--- config.mk ---
export PLATFORM = sky130hd
export DESIGN_NAME = mcs_seq
export DESIGN_NICKNAME = d
export VERILOG_FILES = /design/src/pkg/mcs_pkg.sv /design/src/mcs_seq.sv /design/src/mcs_rom.sv
export SDC_FILE = /design/constraint.sdc
export NUM_CORES = 1
export LEC_CHECK = 0
export ABC_AREA = 0
export BUFFER_PORTS_ARGS = -buffer_cell sky130_fd_sc_hd__buf_2
export CORE_MARGIN = 2
export CORE_UTILIZATION = 51
export DETAILED_ROUTE_END_ITERATION = 8
export PLACE_DENSITY = 0.86
export SETUP_SLACK_MARGIN = 0.3
export SYNTH_ARGS = -nofsm -noshare
export SYNTH_HDL_FRONTEND = slang
export SYNTH_HIERARCHICAL = 1
export SYNTH_SLANG_ARGS = --single-unit
--- constraint.sdc ---
create_clock -name CLK -period 2.5 [get_ports CLK]
set_input_delay 0.375 -clock CLK [delete_from_list [all_inputs] [get_ports CLK]]
set_output_delay 0.375 -clock CLK [all_outputs]
set_load 0.1 [all_outputs]
--- src/pkg/mcs_pkg.sv ---
// mcs_pkg: shared types and constants for the microcode sequencing block
// assumes a single 250 MHz core clock; no software registers
package mcs_pkg;

	localparam int unsigned CLK_PERIOD_PS = 4000;
	localparam int unsigned ROM_MIN_CYC   = 11;
	localparam int unsigned ADDR_W        = 64;
	localparam int unsigned UOP_MAX       = 4;
	localparam int unsigned ROM_DEPTH     = 16;
	localparam logic [5:0]  BLK32_MASK    = 6'h1F;
	localparam logic [11:0] PAGE4K_MASK   = 12'hFFF;
	localparam logic [15:0] PAGE64K_MASK  = 16'hFFFF;

	typedef enum logic [2:0] {
		MCS_OP_ALU   = 3'h0,
		MCS_OP_LOAD  = 3'h1,
		MCS_OP_STORE = 3'h2,
		MCS_OP_FLD   = 3'h3,
		MCS_OP_FST   = 3'h4,
		MCS_OP_HEAVY = 3'h5,
		MCS_OP_CPLX  = 3'h6
	} mcs_op_t;

	typedef struct packed {
		mcs_op_t           op;
		logic [3:0]        size;
		logic [ADDR_W-1:0] ea;
		logic              cinh;
		logic              byterev;
		logic              seg_cross;
		logic [3:0]        rom_idx;
	} mcs_instr_t;

	typedef struct packed {
		mcs_op_t    op;
		logic       dep_prev;
		logic       last;
		logic [3:0] size;
	} mcs_uword_t;

	typedef enum logic [1:0] {
		MCS_IDLE  = 2'b00,
		MCS_WAIT  = 2'b01,
		MCS_ISSUE = 2'b11
	} mcs_state_t;

endpackage

--- src/mcs_seq.sv ---
// mcs_seq: decode-stage microcode routing, sequencing and alignment checks
// assumes fetch holds IN_VALID/IN_INSTR until IN_READY; issue side
// returns DEP_DONE once the prior microword result is available
//
// Functional notes
// - the first microword leaves the ROM no sooner than 11 cycles after routing.
// - complex or resource-hungry instructions are replaced by simpler microwords.
// - typical expansions give two or three ops, integer then load/store, dependent.
// - a microword depending on an earlier one is stalled at issue until resolved.
// - only block- or segment-crossing loads/stores go to microcode conditionally; aligned ones without seg_cross run direct.
// - a microcoded instruction is atomic; async interrupts wait for its end.
// - load-string and other heavy instructions are always microcoded.
// - byte-reversed loads/stores get exactly the normal alignment treatment.
// - non-microcode cache-inhibited 1/2/4/8 byte access: aligned runs, else interrupt.
// - a cache-inhibited access from inside microcode always raises alignment.
`timescale 1ns/10ps
module mcs_seq #(
	parameter int unsigned ROM_WAIT = mcs_pkg::ROM_MIN_CYC
) (
	input  wire logic                CLK,
	input  wire logic                RST_N,
	input  wire logic                IN_VALID,
	input  mcs_pkg::mcs_instr_t      IN_INSTR,
	output logic                     IN_READY,
	output logic                     DIRECT_VALID,
	output mcs_pkg::mcs_instr_t      DIRECT_INSTR,
	output logic                     UOP_VALID,
	output mcs_pkg::mcs_uword_t      UOP_WORD,
	output logic                     UOP_CI_ALIGN,
	input  wire logic                ISSUE_READY,
	input  wire logic                DEP_DONE,
	output logic                     ALIGN_INT,
	output logic                     MICROCODED_MARKER,
	input  wire logic                ASYNC_IRQ_REQ,
	output logic                     ASYNC_IRQ_TAKE
);
	import mcs_pkg::*;

	initial begin
		if (ROM_WAIT < ROM_MIN_CYC || ROM_WAIT > 255)
			$error("mcs_seq: ROM_WAIT out of range");
	end

	////////////////////////////////////////////////////////////////////////
	// alignment helpers

	function automatic logic nat_aligned(input logic [ADDR_W-1:0] ea,
		input logic [3:0] sz);
		logic r;
		r = 1'b0;
		case (sz)
			4'h1: r = 1'b1;
			4'h2: r = ea[0] == 1'b0;
			4'h4: r = ea[1:0] == 2'b00;
			4'h8: r = ea[2:0] == 3'b000;
			default: r = 1'b0;
		endcase
		return r;
	endfunction

	// set when the end address leaves the start address's 32-byte block
	function automatic logic crosses(input logic [ADDR_W-1:0] ea,
		input logic [3:0] sz);
		logic [16:0] lo;
		logic [16:0] hi;
		logic        r;
		lo = {1'b0, ea[15:0]};
		hi = lo + {13'h0000, sz} - 17'h00001;
		r = 1'b0;
		if (sz != 4'h0) begin
			r = (lo[16:5] != hi[16:5]) || (lo[16:12] != hi[16:12])
				|| (lo[16] != hi[16]);
		end
		return r;
	endfunction

	function automatic logic is_ldst(input mcs_op_t op);
		return op == MCS_OP_LOAD || op == MCS_OP_STORE
			|| op == MCS_OP_FLD || op == MCS_OP_FST;
	endfunction

	////////////////////////////////////////////////////////////////////////
	// classification of the incoming instruction

	logic in_fp;
	logic in_int;
	logic cls_align;
	logic cls_mc;

	always_comb begin
		// byte-reverse bit deliberately ignored
		in_fp  = IN_INSTR.op == MCS_OP_FLD || IN_INSTR.op == MCS_OP_FST;
		in_int = IN_INSTR.op == MCS_OP_LOAD || IN_INSTR.op == MCS_OP_STORE;
		cls_align = 1'b0;
		cls_mc    = 1'b0;
		if (in_fp && IN_INSTR.ea[1:0] != 2'b00) begin
			cls_align = 1'b1;
		end else if (IN_INSTR.cinh && is_ldst(IN_INSTR.op)) begin
			cls_align = !nat_aligned(IN_INSTR.ea, IN_INSTR.size);
		end else if ((in_int || in_fp) && (IN_INSTR.seg_cross
			|| crosses(IN_INSTR.ea, IN_INSTR.size))) begin
			cls_mc = 1'b1;
		end
		// aligned loads/stores without seg_cross fall through to direct
		if (IN_INSTR.op == MCS_OP_HEAVY || IN_INSTR.op == MCS_OP_CPLX) begin
			cls_mc    = 1'b1;
			cls_align = 1'b0;
		end
	end

	////////////////////////////////////////////////////////////////////////
	// sequencer state

	mcs_state_t  state_q, state_d;
	logic [7:0]  wait_q, wait_d;
	logic [1:0]  step_q, step_d;
	logic [3:0]  idx_q, idx_d;
	logic        dep_pend_q, dep_pend_d;
	logic        dvalid_q, dvalid_d;
	mcs_instr_t  dinstr_q, dinstr_d;
	logic        aint_q, aint_d;
	logic        rom_ok_q, rom_ok_d;
	mcs_uword_t  rom_word;

	mcs_rom #(
		.DEPTH (ROM_DEPTH),
		.SEQ   (UOP_MAX)
	) u_rom (
		.CLK  (CLK),
		.IDX  (idx_q),
		.STEP (step_q),
		.WORD (rom_word)
	);

	logic busy;
	logic uop_fire;
	logic in_fire;

	assign busy     = state_q != MCS_IDLE;
	assign IN_READY = !busy && (!dvalid_q || ISSUE_READY);
	assign in_fire  = IN_VALID && IN_READY;
	// dependent microword held until prior result returns
	assign UOP_VALID = state_q == MCS_ISSUE && rom_ok_q
		&& !(rom_word.dep_prev && dep_pend_q);
	assign uop_fire  = UOP_VALID && ISSUE_READY;
	assign UOP_WORD  = rom_word;
	// ci access inside a sequence always flags alignment
	assign UOP_CI_ALIGN = UOP_VALID && dinstr_q.cinh
		&& is_ldst(rom_word.op);

	always_comb begin
		state_d    = state_q;
		wait_d     = wait_q;
		step_d     = step_q;
		idx_d      = idx_q;
		dep_pend_d = dep_pend_q;
		rom_ok_d   = 1'b0;
		dvalid_d   = dvalid_q && !ISSUE_READY;
		dinstr_d   = dinstr_q;
		aint_d     = 1'b0;
		case (state_q)
			MCS_IDLE: begin
				if (in_fire) begin
					dinstr_d = IN_INSTR;
					if (cls_align) begin
						aint_d = 1'b1;
					end else if (cls_mc) begin
						// expand into microwords
						state_d    = MCS_WAIT;
						wait_d     = 8'(ROM_WAIT - 2);
						step_d     = 2'h0;
						idx_d      = IN_INSTR.rom_idx;
						dep_pend_d = 1'b0;
					end else begin
						dvalid_d = 1'b1;
					end
				end
			end
			MCS_WAIT: begin
				// rom access latency floor
				if (wait_q == 8'h00) begin
					state_d  = MCS_ISSUE;
					rom_ok_d = 1'b1;
				end else begin
					wait_d = wait_q - 8'h01;
				end
			end
			MCS_ISSUE: begin
				rom_ok_d = 1'b1;
				if (DEP_DONE)
					dep_pend_d = 1'b0;
				if (uop_fire) begin
					dep_pend_d = 1'b1;
					rom_ok_d   = 1'b0;
					if (rom_word.last || step_q == 2'(UOP_MAX - 1)) begin
						state_d  = MCS_IDLE;
						rom_ok_d = 1'b0;
					end else begin
						step_d = step_q + 2'h1;
					end
				end
			end
			default: state_d = MCS_IDLE;
		endcase
	end

	always_ff @(posedge CLK or negedge RST_N) begin
		if (!RST_N) begin
			state_q    <= MCS_IDLE;
			wait_q     <= 8'h00;
			step_q     <= 2'h0;
			idx_q      <= 4'h0;
			dep_pend_q <= 1'b0;
			rom_ok_q   <= 1'b0;
			dvalid_q   <= 1'b0;
			dinstr_q   <= '0;
			aint_q     <= 1'b0;
		end else begin
			state_q    <= state_d;
			wait_q     <= wait_d;
			step_q     <= step_d;
			idx_q      <= idx_d;
			dep_pend_q <= dep_pend_d;
			rom_ok_q   <= rom_ok_d;
			dvalid_q   <= dvalid_d;
			dinstr_q   <= dinstr_d;
			aint_q     <= aint_d;
		end
	end

	////////////////////////////////////////////////////////////////////////
	// outputs

	assign DIRECT_VALID      = dvalid_q;
	assign DIRECT_INSTR      = dinstr_q;
	assign ALIGN_INT         = aint_q;
	assign MICROCODED_MARKER = busy;
	// irq deferred for the whole sequence, costs interrupt latency
	assign ASYNC_IRQ_TAKE    = ASYNC_IRQ_REQ && !busy;

endmodule

--- src/mcs_rom.sv ---
// mcs_rom: microword storage, one sequence per entry index
// assumes synchronous read, one word per cycle
`timescale 1ns/10ps
module mcs_rom #(
	parameter int unsigned DEPTH = 16,
	parameter int unsigned SEQ   = 4
) (
	input  wire logic                 CLK,
	input  wire logic [3:0]           IDX,
	input  wire logic [1:0]           STEP,
	output mcs_pkg::mcs_uword_t       WORD
);
	import mcs_pkg::*;

	initial begin
		if (DEPTH > 16 || SEQ != 4)
			$error("mcs_rom: unsupported geometry");
	end

	mcs_uword_t rom [0:DEPTH*SEQ-1];
	mcs_uword_t word_q;

	// typical expansions: integer op then dependent load/store
	always_comb begin
		for (int i = 0; i < DEPTH*SEQ; i++) begin
			rom[i] = '{op: MCS_OP_ALU, dep_prev: 1'b0, last: 1'b0,
				size: 4'h0};
			if (i % SEQ == 1) begin
				rom[i].op = (i / SEQ) % 2 == 0 ? MCS_OP_LOAD : MCS_OP_STORE;
				rom[i].dep_prev = 1'b1;
				rom[i].size = 4'h8;
				rom[i].last = ((i / SEQ) % 4) < 2;
			end
			if (i % SEQ == 2) begin
				rom[i].dep_prev = 1'b1;
				rom[i].last = 1'b1;
			end
		end
	end

	always_ff @(posedge CLK) begin
		word_q <= rom[{IDX, STEP}];
	end

	assign WORD = word_q;
endmodule

==> results.json <==
{
  "status": "complete, but fails checks",
  "violations": "setup timing",
  "slowest_delay_ns": 0.28,
  "final_layout_size_suffix_gt1_share_pct": 42.6,
  "slew_headroom_pct": 38.7,
  "die_h_um": 106,
  "post-route-min-period_ns": 2.52,
  "ant_nets": 0,
  "worst_pin_slew_ns": 0.919,
  "clk_latency_ns": 0.37,
  "first_global_vias": 5127,
  "fp.dieW_um": 106,
  "cp_slowest_cell": "and4bb_4",
  "drv_slew": 0,
  "cts_buffers": 9,
  "ios": 178,
  "r2r_slack_ns": 0.23,
  "viasPerCell": 5.29,
  "clock-sinks": 101,
  "die_area_mm2": 0.0113,
  "area_growth_pct": 44.0,
  "grt_max_degree": 98,
  "max_cap_violations": 0,
  "holdPathEnd": "DIRECT_INSTR[55]$_DFFE_PN0P_",
  "cp.buffers_inverters": 5,
  "yosys_warnings": 6,
  "htree_levels": 3,
  "hold_slack_ns": 0.181,
  "start_util_pct": 52.2,
  "clockRootBuffer": "clkbuf_8",
  "arrival_ns": 2.78,
  "fin_worst_skew_ns": 0.0194,
  "hp-class": "input pin to flop",
  "wl_um": 15800,
  "critPathTopFamily": "compound AO/OA/AOI/OAI gates",
  "first_pass_iters": 5,
  "final_hold_viol_count": 0,
  "endpoint_kind": "flop",
  "mostFrequentLayoutCells": "226 x nand2_1, 162 x buf_2, 95 x buf_4",
  "hold_depth": 3,
  "clk_path_buf_depth": 2,
  "antenna_found_initial": 0,
  "netlist_instances": 625,
  "grt.overflow.total": 0,
  "setup_ws_ns": -0.0199,
  "syn_area_per_cell_um2": 8.54,
  "netlist_area_mm2": 0.00534,
  "vias": 5382,
  "required_ns": 2.76,
  "routabilityCongestion": 0.877,
  "drc": 0,
  "fin_crit_sh_pct": 101,
  "core_area_mm2": 0.0102,
  "worstPathMaxFanout": 6,
  "cts_tree": "done",
  "num_antenna_cells": 0,
  "path_cells": "buf_8 > inv_4 > ha_4 > inv_4 > ha_4 > nand2b_4 > o21bai_1 > a31oi_2 > buf_4 > xnor2_2 > a221oi_2 > a21boi_2 > and4bb_4 > nor2_4 > buf_6 > o31a_1",
  "max_freq_mhz": 397,
  "cp-start-kind": "input pin",
  "clk_pin_slew_worst_paths_ns": 0.12,
  "layout_commonest_cell": "nand2_1",
  "r2r-end": "wait_q[4]$_DFFE_PN0P_",
  "drtIter0Drc": 344,
  "min_from": "IN_INSTR[55]",
  "grt_pass1_wl_um": 24100,
  "hpwl_um": 11500,
  "drt-wirelength-per-cell_um": 15.5,
  "r2r_cells": 8,
  "crit_type": "input pin to flop",
  "nets": 982,
  "setup_viol": 1,
  "worstReg2RegStart": "wait_q[4]$_DFFE_PN0P_",
  "grt_usage_pct": 27.0,
  "rsz0062_at_grt": "yes",
  "rows": 37,
  "io_buffers": 173
}
-- repair_timing --
item                       in CTS  in global routing
hold buffers                    1                  0
buffers inserted                3                 11
hold endpoints to repair       33                  0
gates resized for setup        31                 60
pin swaps                      13                 24
setup endpoints to repair      18                 17
-- tightest hold or removal path: cells and delay by family --
kind	cells	cell delay [ns]
buffers and inverters	1	0.08
and+or+nand+nor	2	0.08
-- per-stage QoR --
step / setup WS (ns) / area, um2 / util, % / setup TNS (ns) / std cells
2_1_floorplan: -0.272 / 5560 / - / -2.32 / 628
3_3_place_gp: -0.409 / 6980 / 68.2 / -4.52 / 986
3_5_place_dp: -0.542 / 6980 / 68.2 / -6.24 / 986
4_1_cts: -0.0550 / 7310 / 71.5 / -0.237 / 1006
5_1_grt: -0.0847 / 7690 / 75.1 / -0.287 / 1017
6_report: -0.0199 / 7690 / 75.1 / -0.0199 / 1017
-- registers in the layout (all words and copies together), names as in the netlist --
register and cells:
u_rom/WORD 5, dep_pend_q 1, ALIGN_INT 1, rom_ok_q 1, step_q 2, DIRECT_VALID 1, wait_q 8, state_q 2
DIRECT_INSTR 78, idx_q 2
-- per-layer routing --
metal,vias up,track usage (%),routed length (um)
met2,231,47.7,8050
met1,2532,33.0,6250
met4,0,11.4,512
li1,2567,-,-
met5,-,0,0
met3,52,4.05,952
-- cell type report --
cell class                 count  area [um2]
clock inverter                 7        72.6
inverter                      30         144
timing repair buffer         267        1670
sequential                   101        2510
tap                          136         170
multi-input combinational    467        3000
clock buffer                   9         124
fill                         707        2540
-- worst max-delay path by stage --
stage / start / endpoint / slack [ns] / depth (start not counted)
final: IN_INSTR[73] / wait_q[0]$_DFFE_PN0P_ / -0.02 / 16
after global routing: IN_INSTR[73] / wait_q[0]$_DFFE_PN0P_ / -0.08 / 16
after CTS: IN_INSTR[73] / wait_q[0]$_DFFE_PN0P_ / -0.06 / 15
after detailed placement: IN_INSTR[74] / idx_q[0]$_DFFE_PN0P_ / -0.54 / 14
after global placement: IN_INSTR[74] / idx_q[1]$_DFFE_PN0P_ / -0.41 / 13
after floorplan: state_q[1]$_DFFE_PN0P_ / idx_q[0]$_DFFE_PN0P_ / -0.27 / 8
Power is not shown: default switching activity piles up to over one toggle a cycle in this logic, so the estimate is an artifact.
